$ cat config.mk
export PLATFORM = sky130hd
export DESIGN_NAME = osil_core
export DESIGN_NICKNAME = d
export VERILOG_FILES = /design/src/rtl/osil_pkg.sv /design/src/rtl/osil_core.sv
export SDC_FILE = /design/constraint.sdc
export NUM_CORES = 1
export LEC_CHECK = 0
export ABC_AREA = 1
export BUFFER_PORTS_ARGS = -buffer_cell sky130_fd_sc_hd__buf_4
export CAP_MARGIN = 0
export CORE_ASPECT_RATIO = 1.2
export CORE_MARGIN = 10
export CORE_UTILIZATION = 63
export CTS_BUF_LIST = sky130_fd_sc_hd__clkbuf_8
export CTS_CLUSTER_SIZE = 8
export DETAILED_ROUTE_END_ITERATION = 10
export GPL_TIMING_DRIVEN = 1
export PLACE_DENSITY = 0.86
export SYNTH_ARGS = -nofsm -noshare
export SYNTH_HDL_FRONTEND = slang
export SYNTH_SLANG_ARGS = --single-unit
export TNS_END_PERCENT = 30
$ cat constraint.sdc
create_clock -name sys_clk -period 3.3 [get_ports sys_clk]
set_input_delay 0.825 -clock sys_clk [delete_from_list [all_inputs] [get_ports sys_clk]]
set_output_delay 0.825 -clock sys_clk [all_outputs]
set_load 0.02 [all_outputs]
$ cat src/rtl/osil_pkg.sv
// constants and types for the overlap select and interrupt logic
package osil_pkg;

  // command block register indices on the address lines
  localparam logic [2:0] REG_DATA = 3'h0;
  localparam logic [2:0] REG_FEATURES = 3'h1;
  localparam logic [2:0] REG_COUNT = 3'h2;
  localparam logic [2:0] REG_SECTOR = 3'h3;
  localparam logic [2:0] REG_CYL_LO = 3'h4;
  localparam logic [2:0] REG_CYL_HI = 3'h5;
  localparam logic [2:0] REG_HEAD = 3'h6;
  localparam logic [2:0] REG_COMMAND = 3'h7;
  // control block: device control on write, alternate status on read
  localparam logic [2:0] REG_DEV_CTRL = 3'h6;

  // field positions
  localparam int HEAD_DEV_BIT = 4;
  localparam int CTRL_SRST_BIT = 2;
  localparam int CTRL_NIEN_BIT = 1;
  localparam int STAT_BSY_BIT = 7;
  localparam int STAT_DRDY_BIT = 6;
  localparam int STAT_DRQ_BIT = 3;
  localparam int STAT_ERR_BIT = 0;

  // reset values
  localparam logic [7:0] BYTE_RST = 8'h00;
  localparam logic [7:0] HEAD_RST = 8'hA0;
  localparam logic [2:0] SYNC_RST = 3'h7;

  // number of synchronised pin bits: cs0, cs1, diow, dior, da[2:0], dd[7:0]
  localparam int PIN_W = 15;

  typedef enum logic [1:0]
  {
    OSIL_LEGACY = 2'h0,
    OSIL_DEVICE_BIT_SELECT_MODE = 2'h1,
    OSIL_CHIP_SELECT_DECODE_MODE = 2'h2
  } osil_mode_t;

  // gray along idle, entry, latch, release; busy and data request off that path
  typedef enum logic [2:0]
  {
    ST_IDLE = 3'h0,
    ST_ENTRY = 3'h1,
    ST_LATCH = 3'h3,
    ST_RELEASE = 3'h2,
    ST_BUSY = 3'h6,
    ST_DRQ = 3'h7
  } osil_state_t;

endpackage

$ cat src/rtl/osil_core.sv
// device-side register ownership, selection and interrupt logic
`timescale 1ns/1ps
//////////////////////////////////////////////////////////////////////////////
// Overview of operation
// - after reset the device runs in legacy mode until overlap is enabled
// - legacy: once a command is taken, busy or data request stays set to completion
// - overlap, non-data command: busy stays set from acceptance to completion
// - overlap data command: set busy, block writes, latch parameters, clear busy
// - legacy and device-bit mode: respond only when head DEV bit matches position
// - legacy: cs0 negated cs1 asserted is control, reverse is command block
// - chip-select mode: four chip select codes pick each device's two blocks
// - device-bit mode: shared interrupt line, driven only while selected
// - chip-select mode: device 0 uses interrupt, device 1 the second interrupt pin
// - chip-select mode: interrupt may be asserted whether or not selected
// - mode kept until feature clear, hard reset; soft reset aborts queue, idles the command, clears pending interrupt
//////////////////////////////////////////////////////////////////////////////
module osil_core
  import osil_pkg::*;
(
  input wire logic sys_clk,
  input wire logic rst_n,
  // host cable pins
  input wire logic cs0_n_pin,
  input wire logic cs1_n_pin,
  input wire logic diow_n_pin,
  input wire logic dior_n_pin,
  input wire logic [2:0] da_pin,
  input wire logic [7:0] dd_in,
  output logic [7:0] dd_out,
  output logic dd_oe_n,
  output logic intrq_out,
  output logic intrq_oe_n,
  output logic second_device_interrupt_out,
  output logic second_device_interrupt_oe_n,
  // configuration
  input wire logic position_strap,
  // firmware side
  input wire logic fw_mode_set,
  input wire logic [1:0] fw_mode_sel,
  input wire logic fw_class_valid,
  input wire logic fw_class_data,
  input wire logic fw_drq_set,
  input wire logic fw_drq_clr,
  input wire logic fw_done,
  input wire logic fw_error,
  input wire logic fw_intr_req,
  output osil_mode_t mode,
  output logic cmd_valid,
  output logic [7:0] cmd_opcode,
  output logic param_valid,
  output logic [7:0] param_features,
  output logic [7:0] param_count,
  output logic [7:0] param_sector,
  output logic [7:0] param_cyl_lo,
  output logic [7:0] param_cyl_hi,
  output logic [7:0] param_head,
  output logic queue_abort,
  output logic soft_reset
);

  //////////////////////////////////////////////////////////////////////////////
  // decode of chip selects into this device's blocks; {command, control}
  function automatic logic [1:0] blk_hit(input osil_mode_t m, input logic cs0a,
                                         input logic cs1a, input logic pos,
                                         input logic dev_sel);
    logic [1:0] r;
    r = 2'h0;
    if (m == OSIL_CHIP_SELECT_DECODE_MODE)
    begin
      // cs1 asserted means device 1; cs0 asserted means command block
      if (cs1a == pos)
      begin
        r = {cs0a, ~cs0a};
      end
    end
    else
    begin
      // selection follows the head register DEV bit
      if (dev_sel == pos)
      begin
        r = {cs0a & ~cs1a, ~cs0a & cs1a};
      end
    end
    return r;
  endfunction

  //////////////////////////////////////////////////////////////////////////////
  // three-stage pin synchroniser; a bit changes once stages two and three agree
  logic [PIN_W-1:0] pin_raw;
  logic [PIN_W-1:0] s1_q;
  logic [PIN_W-1:0] s2_q;
  logic [PIN_W-1:0] s3_q;
  logic [PIN_W-1:0] pin_q;

  assign pin_raw = {cs0_n_pin, cs1_n_pin, diow_n_pin, dior_n_pin, da_pin, dd_in};

  always_ff @(posedge sys_clk)
  begin
    if (!rst_n)
    begin
      s1_q <= {PIN_W{1'b1}};
      s2_q <= {PIN_W{1'b1}};
      s3_q <= {PIN_W{1'b1}};
      pin_q <= {PIN_W{1'b1}};
    end
    else
    begin
      s1_q <= pin_raw;
      s2_q <= s1_q;
      s3_q <= s2_q;
      for (int i = 0; i < PIN_W; i++)
      begin
        if (s2_q[i] == s3_q[i])
        begin
          pin_q[i] <= s3_q[i];
        end
      end
    end
  end

  logic cs0_nq;
  logic cs1_nq;
  logic cs0a;
  logic cs1a;
  logic wr_n;
  logic rd_n;
  logic [2:0] addr;
  logic [7:0] wdata;
  logic wr_n_prev_q;

  // unpack in the same order as the synchroniser packs the pins
  assign {cs0_nq, cs1_nq, wr_n, rd_n, addr, wdata} = pin_q;
  assign cs0a = ~cs0_nq;
  assign cs1a = ~cs1_nq;

  //////////////////////////////////////////////////////////////////////////////
  // position strap caught after reset release, never under reset
  logic pos_q;
  logic pos_taken_q;

  always_ff @(posedge sys_clk)
  begin
    if (!rst_n)
    begin
      pos_taken_q <= 1'b0;
      pos_q <= 1'b0;
    end
    else if (!pos_taken_q)
    begin
      pos_taken_q <= 1'b1;
      pos_q <= position_strap;
    end
  end

  //////////////////////////////////////////////////////////////////////////////
  // shadow registers and decoded write strobes
  logic [7:0] features_q;
  logic [7:0] count_q;
  logic [7:0] sector_q;
  logic [7:0] cyl_lo_q;
  logic [7:0] cyl_hi_q;
  logic [7:0] head_q;
  logic [7:0] ctrl_q;
  logic [1:0] hit;
  logic wr_edge;
  logic cmd_wr;
  logic ctrl_wr;
  logic shadow_wr;
  logic owned;
  osil_state_t state_q;

  assign hit = blk_hit(mode, cs0a, cs1a, pos_q, head_q[HEAD_DEV_BIT]);
  assign wr_edge = wr_n & ~wr_n_prev_q;
  // while busy or data request is shown the device owns its command block
  assign owned = (state_q != ST_IDLE) && (state_q != ST_RELEASE);
  // legacy head writes reach both devices so each can track the DEV bit
  assign shadow_wr = wr_edge && cs0a && !cs1a && !owned &&
                     (hit[1] || (mode != OSIL_CHIP_SELECT_DECODE_MODE));
  assign cmd_wr = wr_edge && hit[1] && !owned && (addr == REG_COMMAND);
  assign ctrl_wr = wr_edge && hit[0] && (addr == REG_DEV_CTRL);

  always_ff @(posedge sys_clk)
  begin
    if (!rst_n)
    begin
      wr_n_prev_q <= 1'b1;
    end
    else
    begin
      wr_n_prev_q <= wr_n;
    end
  end

  always_ff @(posedge sys_clk)
  begin
    if (!rst_n)
    begin
      features_q <= BYTE_RST;
      count_q <= BYTE_RST;
      sector_q <= BYTE_RST;
      cyl_lo_q <= BYTE_RST;
      cyl_hi_q <= BYTE_RST;
      head_q <= HEAD_RST;
    end
    else if (shadow_wr)
    begin
      case (addr)
        REG_FEATURES: features_q <= wdata;
        REG_COUNT: count_q <= wdata;
        REG_SECTOR: sector_q <= wdata;
        REG_CYL_LO: cyl_lo_q <= wdata;
        REG_CYL_HI: cyl_hi_q <= wdata;
        REG_HEAD: head_q <= wdata;
        default: ;
      endcase
    end
  end

  always_ff @(posedge sys_clk)
  begin
    if (!rst_n)
    begin
      ctrl_q <= BYTE_RST;
    end
    else if (ctrl_wr)
    begin
      ctrl_q <= wdata;
    end
  end

  // soft reset pulses on the rising edge of the reset bit
  logic srst_hit;
  assign srst_hit = ctrl_wr && wdata[CTRL_SRST_BIT] && !ctrl_q[CTRL_SRST_BIT];

  //////////////////////////////////////////////////////////////////////////////
  // mode: legacy from reset, changed only by the feature command path
  always_ff @(posedge sys_clk)
  begin
    if (!rst_n)
    begin
      mode <= OSIL_LEGACY;
    end
    else if (fw_mode_set)
    begin
      case (fw_mode_sel)
        2'h1: mode <= OSIL_DEVICE_BIT_SELECT_MODE;
        2'h2: mode <= OSIL_CHIP_SELECT_DECODE_MODE;
        default: mode <= OSIL_LEGACY;
      endcase
    end
  end

  always_ff @(posedge sys_clk)
  begin
    if (!rst_n)
    begin
      queue_abort <= 1'b0;
      soft_reset <= 1'b0;
    end
    else
    begin
      // a soft reset aborts the queue but leaves the mode alone
      queue_abort <= srst_hit || fw_mode_set;
      soft_reset <= srst_hit;
    end
  end

  //////////////////////////////////////////////////////////////////////////////
  // command ownership sequence
  always_ff @(posedge sys_clk)
  begin
    if (!rst_n || srst_hit)
    begin
      state_q <= ST_IDLE;
    end
    else
    begin
      case (state_q)
        ST_IDLE, ST_RELEASE:
        begin
          state_q <= cmd_wr ? ST_ENTRY : ST_IDLE;
        end
        ST_ENTRY:
        begin
          // busy set and writes blocked until firmware classifies the command
          if (fw_class_valid)
          begin
            if (fw_class_data && (mode != OSIL_LEGACY))
            begin
              state_q <= ST_LATCH;
            end
            else
            begin
              state_q <= ST_BUSY;
            end
          end
        end
        ST_LATCH: state_q <= ST_RELEASE;
        ST_BUSY:
        begin
          if (fw_done)
          begin
            state_q <= ST_IDLE;
          end
          else if (fw_drq_set)
          begin
            state_q <= ST_DRQ;
          end
        end
        ST_DRQ:
        begin
          // no gap between data request and busy, so the host never sees both clear
          if (fw_done)
          begin
            state_q <= ST_IDLE;
          end
          else if (fw_drq_clr)
          begin
            state_q <= ST_BUSY;
          end
        end
        default: state_q <= ST_IDLE;
      endcase
    end
  end

  // parameters copied only after writes are blocked, so busy can drop early
  always_ff @(posedge sys_clk)
  begin
    if (!rst_n)
    begin
      param_valid <= 1'b0;
      param_features <= BYTE_RST;
      param_count <= BYTE_RST;
      param_sector <= BYTE_RST;
      param_cyl_lo <= BYTE_RST;
      param_cyl_hi <= BYTE_RST;
      param_head <= BYTE_RST;
    end
    else
    begin
      param_valid <= (state_q == ST_LATCH);
      if (state_q == ST_LATCH)
      begin
        param_features <= features_q;
        param_count <= count_q;
        param_sector <= sector_q;
        param_cyl_lo <= cyl_lo_q;
        param_cyl_hi <= cyl_hi_q;
        param_head <= head_q;
      end
    end
  end

  always_ff @(posedge sys_clk)
  begin
    if (!rst_n)
    begin
      cmd_valid <= 1'b0;
      cmd_opcode <= BYTE_RST;
    end
    else
    begin
      cmd_valid <= cmd_wr;
      if (cmd_wr)
      begin
        cmd_opcode <= wdata;
      end
    end
  end

  //////////////////////////////////////////////////////////////////////////////
  // status, error and interrupt pending
  logic err_q;
  logic pend_q;
  logic stat_rd;
  logic rd_n_prev_q;
  logic [7:0] status;

  assign stat_rd = !rd_n && rd_n_prev_q && hit[1] && (addr == REG_COMMAND);

  always_ff @(posedge sys_clk)
  begin
    if (!rst_n)
    begin
      rd_n_prev_q <= 1'b1;
      err_q <= 1'b0;
      pend_q <= 1'b0;
    end
    else
    begin
      rd_n_prev_q <= rd_n;
      if (fw_done)
      begin
        err_q <= fw_error;
      end
      else if (cmd_wr)
      begin
        err_q <= 1'b0;
      end
      // a new request wins over a status read or command write in the same cycle
      if (fw_intr_req)
      begin
        pend_q <= 1'b1;
      end
      else if (stat_rd || cmd_wr || srst_hit)
      begin
        pend_q <= 1'b0;
      end
    end
  end

  always_comb
  begin
    status = BYTE_RST;
    status[STAT_BSY_BIT] = (state_q == ST_ENTRY) || (state_q == ST_LATCH) ||
                           (state_q == ST_BUSY);
    status[STAT_DRDY_BIT] = 1'b1;
    status[STAT_DRQ_BIT] = (state_q == ST_DRQ);
    status[STAT_ERR_BIT] = err_q;
  end

  //////////////////////////////////////////////////////////////////////////////
  // read path, driven only while this device's block is read
  always_ff @(posedge sys_clk)
  begin
    if (!rst_n)
    begin
      dd_out <= BYTE_RST;
      dd_oe_n <= 1'b1;
    end
    else
    begin
      dd_oe_n <= ~(!rd_n && (hit != 2'h0));
      if (hit[0])
      begin
        dd_out <= (addr == REG_DEV_CTRL) ? status : BYTE_RST;
      end
      else
      begin
        case (addr)
          REG_FEATURES: dd_out <= {7'h00, err_q};
          REG_COUNT: dd_out <= count_q;
          REG_SECTOR: dd_out <= sector_q;
          REG_CYL_LO: dd_out <= cyl_lo_q;
          REG_CYL_HI: dd_out <= cyl_hi_q;
          REG_HEAD: dd_out <= head_q;
          REG_COMMAND: dd_out <= status;
          default: dd_out <= BYTE_RST;
        endcase
      end
    end
  end

  //////////////////////////////////////////////////////////////////////////////
  // interrupt pins; oe_n low means this device drives the line
  logic irq_lvl;
  logic selected;
  assign irq_lvl = pend_q && !ctrl_q[CTRL_NIEN_BIT];
  assign selected = (head_q[HEAD_DEV_BIT] == pos_q);

  always_ff @(posedge sys_clk)
  begin
    if (!rst_n)
    begin
      intrq_out <= 1'b0;
      intrq_oe_n <= 1'b1;
      second_device_interrupt_out <= 1'b0;
      second_device_interrupt_oe_n <= 1'b1;
    end
    else if (mode == OSIL_CHIP_SELECT_DECODE_MODE)
    begin
      // each device owns its own line, so selection no longer gates it
      intrq_out <= irq_lvl && !pos_q;
      intrq_oe_n <= pos_q;
      second_device_interrupt_out <= irq_lvl && pos_q;
      second_device_interrupt_oe_n <= ~pos_q;
    end
    else
    begin
      // shared line: the unselected device lets go entirely
      intrq_out <= irq_lvl && selected;
      intrq_oe_n <= ~selected;
      second_device_interrupt_out <= 1'b0;
      second_device_interrupt_oe_n <= 1'b1;
    end
  end

endmodule

==> results of run 1 <==
==> worst max-delay path, cell delays in order, from the launching register on <==
cell and delay (ns):
dfxtp_1 0.39, inv_1 0.07, nor2_2 0.21, inv_1 0.11, nand2_1 0.10, nand3_1 0.44
o21ai_0 0.40, a21oi_1 0.06
==> synth_stat cells <==
master	number	area [um^2]
o21a_1	2	15.01
a21oi_1	96	480.5
nand3_1	23	115.1
o22ai_1	6	37.54
nand2_1	68	255.2
nand4_1	2	12.51
nor2_2	7	43.79
a22oi_1	6	45.04
o21ai_0	124	620.6
buf_4	1	7.510
o21ai_1	1	5.000
o211ai_1	1	7.510
nor2_1	110	412.9
buf_2	5	25.02
or2_2	45	281.5
nand4_4	1	21.27
inv_2	6	22.52
inv_1	67	251.5
o211a_1	1	10.01
nand2_2	1	6.260
nor2_4	3	33.78
clkbuf_1	34	127.6
dfxtp_1	194	3884
nor3_1	4	20.02
buf_1	1	3.750
buf_6	4	45.04
==> sequential cells by signal (all words and copies together) (netlist names), 15 cells and up <==
signal and cells:
s1_q 15, pin_q 15, s2_q 15, s3_q 15
==> final cells by class <==
cell class                      instances  area [um^2]
Clock buffer                           17        234.0
Clock inverter                         15        158.9
Fill cell                             736         2570
Inverter                               73        274.0
Multi-Input combinational cell        501         2431
Sequential cell                       194         3884
Tap cell                              129        161.4
Timing Repair Buffer                  107        803.3
==> worst paths after layout <==
kind	start	slack (ns)	cells after the start	to
min reg2reg	s1_q[7]$_SDFF_PN1_	0.42	1	s2_q[7]$_SDFF_PN1_
max	mode[1]$_SDFFE_PN0P_	1.39	7	cmd_opcode[6]$_SDFFE_PN0P_
max reg2reg	mode[1]$_SDFFE_PN0P_	1.39	7	cmd_opcode[6]$_SDFFE_PN0P_
min	s1_q[7]$_SDFF_PN1_	0.42	1	s2_q[7]$_SDFF_PN1_
==> routing by layer <==
layer  track usage  up-vias
met5             0        -
met4       0.07163        0
met3       0.05166       40
met2        0.3324      272
met1        0.2474     2607
li1              -     2799
==> cells in the final DEF (no fill, tap or decap), drive strengths merged <==
cell        n
buf       107
inv        79
o22ai       6
dfxtp     194
clkbuf     17
nand4       3
clkinv      4
bufinv      2
a21oi      96
o21a        2
o211ai      1
a22oi       6
nor2      120
nand3      23
o21ai     125
clkinvlp    3
nor3        4
o211a       1
or2        45
nand2      69
==> stage by stage <==
step	total power [mW]	worst slack, ns	instances
after floorplan	2.518	1.730	813
after global routing	4.140	1.184	1036
after CTS	4.030	1.412	1036
after global placement	2.566	1.270	1004
final	4.009	1.393	1036
after detailed placement	2.573	1.236	1004
==> power groups by stage <==
stage	sequential, mW	clock (mW)	combinational (mW)
3_5_place_dp	2.44	0	0.133
3_3_place_gp	2.44	0	0.127
4_1_cts	2.39	1.51	0.133
2_1_floorplan	2.44	0	0.0754
6_report	2.39	1.49	0.134
5_1_grt	2.39	1.60	0.149
==> cell families (layout without fill, tap and decap cells) <==
| family | after synthesis | after routing | synth area share |
|---|---|---|---|
| AOI/OAI and AO/OA | 237 | 237 | 0.1798 |
| buffers and inverters | 118 | 212 | 0.07112 |
| DFF | 194 | 194 | 0.5720 |
| and+or+nand+nor | 264 | 264 | 0.1771 |
==> flow_summary.json, run 1 <==
{
  "row_count": 41,
  "grt_use_total": 0.2017,
  "dpl.hpwl_um": 11500,
  "cts_tree": "done",
  "ys_warn_count": 0,
  "grt_pass1_vias": 5454,
  "p_seq_frac": 0.595,
  "drt-met1-wl_um": 6459,
  "drc": 0,
  "critPathKind": "register to register",
  "met3_length_um": 1456,
  "power_frac_clock": 0.372,
  "powerDensity_nw_per_um2": 504.5,
  "hold_path.class": "register to register",
  "p_sw_mw": 0.8965,
  "wl_met2_um": 7621,
  "start_util": 0.6457,
  "nets": 922,
  "cap_violations": 0,
  "die-area_um2": 15350,
  "ir_worst_vdd_mv": 0.3057,
  "ys_seq_elements": 194,
  "num_vias": 5718,
  "h-tree-depth": 4,
  "grt_pass1_wl_um": 25670,
  "first_pass_iters": 7,
  "clkSlewWorstSetupHoldPaths_ns": 0.09,
  "synth.distinct_cells": 26,
  "crit_required_ns": 3.62,
  "p_sw_frac": 0.2236,
  "setup_tns_ns": 0,
  "grt_max_degree": 75,
  "crit_path_end_kind": "register",
  "hold_viol_final": 0,
  "synth.net_count": 841,
  "wl_per_cell_um": 15.36,
  "relSlewSlack": 0.5308,
  "cts_buffer_depth": 2,
  "drt_wl_total_um": 15910,
  "post_cts_buffers": 0,
  "seq_area_frac_synth": 0.5720,
  "io_pins": 103,
  "dpl-instance-area_um2": 7553,
  "worst_slew_pin_slew_ns": 0.7031,
  "gp_congestion": 0.9151,
  "fin_crit_sh": 0.5780,
  "topRoutingLayerUsed": "met4",
  "cts_sinks": 194,
  "status": "complete, no violations",
  "slew_viol_final": 0,
  "finClkSkew_ns": 0.01254,
  "root_buffer": "clkbuf_8",
  "layout-drive-gt1-share": 0.2216,
  "insertion_delay_ns": 0.44,
  "p_leak_nw": 3.397,
  "ant_nets": 0,
  "drtIter0Drc": 447,
  "cts_buffers": 17,
  "setup_viol": 0,
  "grt.overflow.total": 0,
  "numPortBuffers": 102,
  "netlist_area_um2": 6790,
  "die_w_um": 114.8,
  "holdBufCountCts": 0,
  "fmax_mhz": 524.3,
  "areaGrowthSynthToFinish_pct": 17.03,
  "avgViaCountPerCell": 5.519,
  "period_minus_slack_ns": 1.907,
  "rsz0062_at_grt": "false",
  "postSynthAreaPerCell_um2": 8.352,
  "final_util": 0.7556,
  "path_max_fanout": 20,
  "synthCells": 813,
  "stdcell_area_um2": 7946,
  "die_h_um": 133.7,
  "power_frac_comb": 0.033,
  "internal_power_mw": 3.113,
  "core_area_um2": 10520,
  "cp.arrival_ns": 2.22,
  "critPathLaunchType": "register",
  "insertedDiodeCount": 0,
  "hold_slack_ns": 0.4189,
  "antenna_found_initial": 0,
  "cts_resized": 0
}
No activity file was read; power rests on OpenSTA's default activity.
==> run 2, diff against run 1 <==
--- a/config.mk
+++ b/config.mk
@@ -10,12 +10,12 @@
 export CAP_MARGIN = 0
 export CORE_ASPECT_RATIO = 1.2
 export CORE_MARGIN = 10
-export CORE_UTILIZATION = 63
+export CORE_UTILIZATION = 53
 export CTS_BUF_LIST = sky130_fd_sc_hd__clkbuf_8
 export CTS_CLUSTER_SIZE = 8
 export DETAILED_ROUTE_END_ITERATION = 10
 export GPL_TIMING_DRIVEN = 1
-export PLACE_DENSITY = 0.86
+export PLACE_DENSITY = 0.77
 export SYNTH_ARGS = -nofsm -noshare
 export SYNTH_HDL_FRONTEND = slang
 export SYNTH_SLANG_ARGS = --single-unit
==> constraint.sdc (replaced) <==
create_clock -name sys_clk -period 1.6 [get_ports sys_clk]
set_input_delay 0.4 -clock sys_clk [delete_from_list [all_inputs] [get_ports sys_clk]]
set_output_delay 0.4 -clock sys_clk [all_outputs]
set_load 0.02 [all_outputs]
==> run 2 against run 1 <==
Die area up 16%. First-iteration DRC count grew 17%. Critical endpoint is now dd_out[4]$_SDFF_PP0_. Global-route usage shrank 1.9 points. Maximum frequency up 25%. Worst hold slack lost 0.30 ns. Core utilization decreased by 10 points.
==> flow_summary.json, run 2 (synthesis gave the netlist of run 1 again) <==
{
  "n_fill_cell": 1082,
  "dpl.hpwl_um": 11420,
  "fmax_mhz": 654.8,
  "ant_nets": 0,
  "path_max_fanout": 6,
  "core_area_um2": 12610,
  "avgViaCountPerCell": 5.169,
  "status": "complete, no violations",
  "hold_path.class": "input pin to register",
  "relSlewSlack": 0.5113,
  "slew_viol_final": 0,
  "grt_use_total": 0.1826,
  "cp_cell_sequence": "nand3_1, buf_4, o22ai_1, a21oi_1, a21oi_1",
  "worst_slew_pin_slew_ns": 0.7322,
  "hold_slack_ns": 0.1208,
  "grt_pass1_vias": 5289,
  "cts_tree": "done",
  "final_util": 0.6543,
  "die_w_um": 123.3,
  "placed_cells": 1058,
  "critPathMaxStageDelay_ns": 0.42,
  "seqCellArea_um2": 3887,
  "holdBufCountCts": 0,
  "root_buffer": "clkbuf_8",
  "die-area_um2": 17760,
  "final_common_cell": "dfxtp_1",
  "ir_worst_vdd_mv": 0.6273,
  "num_vias": 5639,
  "first_pass_iters": 5,
  "io_pins": 103,
  "rsz0062_at_grt": "true",
  "start_util": 0.5384,
  "insertedDiodeCount": 0,
  "gp_congestion": 0.9601,
  "layout-drive-gt1-share": 0.2449,
  "fin_crit_sh": 0.9545,
  "h-tree-depth": 4,
  "dpl-instance-area_um2": 7777,
  "numPortBuffers": 102,
  "p_leak_nw": 3.546,
  "layout_common_cells": "dfxtp_1 (191), buf_4 (125), o21ai_0 (123)",
  "drt_wl_total_um": 16170,
  "worst_path_dominant_cell_family": "compound AO/OA/AOI/OAI gates",
  "hold_viol_final": 0,
  "nets": 943,
  "areaGrowthSynthToFinish_pct": 21.52,
  "drc": 0,
  "crit_path_end_kind": "register",
  "cts_buffer_depth": 2,
  "cap_violations": 0,
  "wl_per_cell_um": 14.82,
  "worst_path_max_delay_cell": "dfxtp_1",
  "row_count": 45,
  "worst-path-buf-inv": 1,
  "drtIter0Drc": 521,
  "crit_required_ns": 1.99,
  "cts_sinks": 194,
  "critPathKind": "register to register",
  "multi_input_area_um2": 2466,
  "grt_max_degree": 66,
  "stdcell_count": 1091,
  "setup_viol": 0,
  "cp.arrival_ns": 1.91,
  "cpMostUsedCell": "a21oi_1",
  "die_h_um": 144.0,
  "powerDensity_nw_per_um2": 1030,
  "period_minus_slack_ns": 1.527,
  "cts_buffers": 17,
  "finClkSkew_ns": 0.01233,
  "grt_pass1_wl_um": 25930,
  "antenna_found_initial": 0,
  "stdcell_area_um2": 8252,
  "critPathLaunchType": "register",
  "fin_total_pwr_mw": 8.499,
  "grt.overflow.total": 0,
  "insertion_delay_ns": 0.46,
  "clkSlewWorstSetupHoldPaths_ns": 0.09
}
-- run 2: final timing paths --
path,slack [ns],from,to,cells after the start
min reg2reg,0.41,s1_q[9]$_SDFF_PN1_,s2_q[9]$_SDFF_PN1_,1
max reg2reg,0.07,pin_q[8]$_SDFFE_PN1N_,dd_out[4]$_SDFF_PP0_,5
max,0.07,pin_q[8]$_SDFFE_PN1N_,dd_out[4]$_SDFF_PP0_,5
min,0.12,dd_in[1],s1_q[1]$_SDFF_PN1_,2
-- run 2: layout make-up --
type                            count  share of cell area
Sequential cell                   194              0.4711
Multi-Input combinational cell    501              0.2989
Timing Repair Buffer              128              0.1210
Inverter                           73             0.03381
Clock buffer                       19             0.03169
Tap cell                          164             0.02487
Clock inverter                     12             0.01865
-- run 2: stage by stage --
step                      TNS (ns)  setup slack, ns
final                            0          0.07286
after global routing      -0.05073         -0.02474
after CTS                        0          0.07504
after detailed placement         0          0.09437
after global placement           0          0.08111
after floorplan                  0          0.09189
-- run 2: repair_timing --
item	4_1_cts	5_1_grt
endpoints found under the setup margin	0	34
setup buffers	0	2
resized for setup	0	13
-- run 2: metal layers --
| metal | up-vias | part of all wire | GRT usage |
|---|---|---|---|
| met5 | - | 0 | 0 |
| met4 | 0 | 0.024 | 0.07919 |
| met3 | 33 | 0.084 | 0.04680 |
| met2 | 208 | 0.46 | 0.2841 |
| met1 | 2553 | 0.43 | 0.2337 |
| li1 | 2845 | - | - |
-- run 2: power breakdown --
part,internal [mW],switching [mW],total [mW]
sequential,4.89,0.0300,4.92
combinational,0.140,0.157,0.297
clock,1.63,1.66,3.28
total,6.66,1.84,8.50
==> run 3, diff against run 2 <==
--- a/config.mk
+++ b/config.mk
@@ -10,12 +10,12 @@
 export CAP_MARGIN = 0
 export CORE_ASPECT_RATIO = 1.2
 export CORE_MARGIN = 10
-export CORE_UTILIZATION = 53
+export CORE_UTILIZATION = 63
 export CTS_BUF_LIST = sky130_fd_sc_hd__clkbuf_8
 export CTS_CLUSTER_SIZE = 8
 export DETAILED_ROUTE_END_ITERATION = 10
 export GPL_TIMING_DRIVEN = 1
-export PLACE_DENSITY = 0.77
+export PLACE_DENSITY = 0.95
 export SYNTH_ARGS = -nofsm -noshare
 export SYNTH_HDL_FRONTEND = slang
 export SYNTH_SLANG_ARGS = --single-unit
==> constraint.sdc (replaced) <==
create_clock -name sys_clk -period 1.9 [get_ports sys_clk]
set_input_delay 0.475 -clock sys_clk [delete_from_list [all_inputs] [get_ports sys_clk]]
set_output_delay 0.475 -clock sys_clk [all_outputs]
set_load 0.02 [all_outputs]
==> run 3 against run 2 <==
The run now ends with design-rule violations left. Clock skew down 0.0039 ns. Cell area decreased by 3.2%. Cell count is 4.9% lower. First-iteration DRC count fell by 2.1%. Highest routed layer unchanged. Critical path type unchanged. Non-clock buffer count shrank 18. Register-to-register slack better by 0.16 ns. Maximum frequency is 8.4% lower. Sequential share of layout area is 1.5 points higher. Clock-buffer cell count decreased by 2.
==> flow_summary.json, run 3 (synthesis gave the netlist of run 1 again) <==
{
  "status": "finished with violations",
  "violations": "design-rule violations",
  "worstSetupStartpoint": "pin_q[9]$_SDFFE_PN1N_",
  "grt_use_total": 0.2088,
  "min-delay-start": "dd_in[4]",
  "gp_congestion": 0.9456,
  "layout-drive-gt1-share": 0.2255,
  "grt_pass1_vias": 5494,
  "crit_path_end_kind": "register",
  "start_util": 0.6457,
  "finalWorstSetupSlack_ns": 0.2335,
  "fin_total_pwr_mw": 7.012,
  "cts_sinks": 194,
  "critPathLaunchType": "register",
  "cap_violations": 0,
  "min_path_cells": 2,
  "antenna_found_initial": 0,
  "die_w_um": 114.8,
  "cts_tree": "done",
  "worst_slew_pin_slew_ns": 0.7128,
  "r2r_slack_ns": 0.23,
  "final_util": 0.7595,
  "rsz0062_at_grt": "false",
  "num_vias": 5690,
  "cts_resized": 0,
  "areaGrowthSynthToFinish_pct": 17.63,
  "wl_per_cell_um": 15.60,
  "row_count": 41,
  "reg2reg_from": "pin_q[9]$_SDFFE_PN1N_",
  "setup_tns_ns": 0,
  "post_cts_buffers": 0,
  "core_area_um2": 10520,
  "drc": 2,
  "clkSlewWorstSetupHoldPaths_ns": 0.09,
  "insertion_delay_ns": 0.46,
  "avgViaCountPerCell": 5.482,
  "hold_path.class": "input pin to register",
  "insertedDiodeCount": 0,
  "fin_crit_sh": 0.8771,
  "die-area_um2": 15350,
  "slew_viol_final": 0,
  "grt.overflow.total": 0,
  "nets": 925,
  "final_common_cell": "dfxtp_1",
  "holdBufCountCts": 0,
  "ir_worst_vdd_mv": 0.6917,
  "powerDensity_nw_per_um2": 877.8,
  "setup_viol": 0,
  "drtIter0Drc": 510,
  "ant_nets": 0,
  "finClkSkew_ns": 0.008406,
  "period_minus_slack_ns": 1.666,
  "path_max_fanout": 9,
  "layout_common_cells": "dfxtp_1 (194), o21ai_0 (124), nor2_1 (109)",
  "relSlewSlack": 0.5243,
  "dpl.hpwl_um": 11380,
  "grt_pass1_wl_um": 26280,
  "p_leak_nw": 3.414,
  "critPathKind": "register to register",
  "drt_wl_total_um": 16200,
  "hold_viol_final": 0,
  "crit_required_ns": 2.26,
  "cts_buffers": 17,
  "cp.arrival_ns": 2.02,
  "fmax_mhz": 600.1,
  "pre_cts_ws_ns": 0.2911,
  "cts_buffer_depth": 2,
  "rr_worst_depth": 7,
  "first_pass_iters": 8,
  "die_h_um": 133.7,
  "numPortBuffers": 102,
  "io_pins": 103,
  "grt_max_degree": 66,
  "root_buffer": "clkbuf_8",
  "h-tree-depth": 4
}
run 3: final cells by class:
class / instances / area, um^2
sequential: 194 / 3884
clock buffer: 17 / 234.0
inverter: 73 / 274.0
multi-input combinational: 501 / 2431
timing repair buffer: 110 / 850.8
fill: 749 / 2529
tap: 129 / 161.4
clock inverter: 14 / 152.6
run 3: path summary, 6_finish.rpt:
path                              to
max          state_q[2]$_SDFFE_PP0P_
min               s1_q[4]$_SDFF_PN1_
max reg2reg  state_q[2]$_SDFFE_PP0P_
min reg2reg      s2_q[11]$_SDFF_PN1_
run 3: layer usage:
metal  GRT usage  routed length (um)  up-vias
li1            -                   -     2809
met1      0.2457                6474     2598
met2      0.3459                7884      243
met3     0.06065                1465       40
met5           0                   0        -
met4     0.08540                 371        0
run 3: report_power, final:
| part | internal (mW) | leakage (nW) | switching (mW) |
|---|---|---|---|
| registers | 4.12 | 1.58 | 0.0264 |
| logic | 0.111 | 1.65 | 0.127 |
| clock network | 1.18 | 0.191 | 1.45 |
| total | 5.41 | 3.41 | 1.60 |
run 3: metrics by stage:
stage               instance area (um^2)  hold WS (ns)  instances
floorplan                           6790        0.3925        813
global placement                    7601        0.3935       1007
detailed placement                  7601        0.3996       1007
CTS                                 7988        0.1859       1038
global route                        7988        0.1768       1038
finish                              7988        0.1983       1038
run 3: worst max-delay path, stage by stage, from the launching register on:
cell     delay (ns)
dfxtp_1        0.46
nand3_1        0.20
inv_2          0.21
nand3_1        0.14
nor2_2         0.16
nand3_1        0.17
nand2_1        0.16
nor2_1         0.06
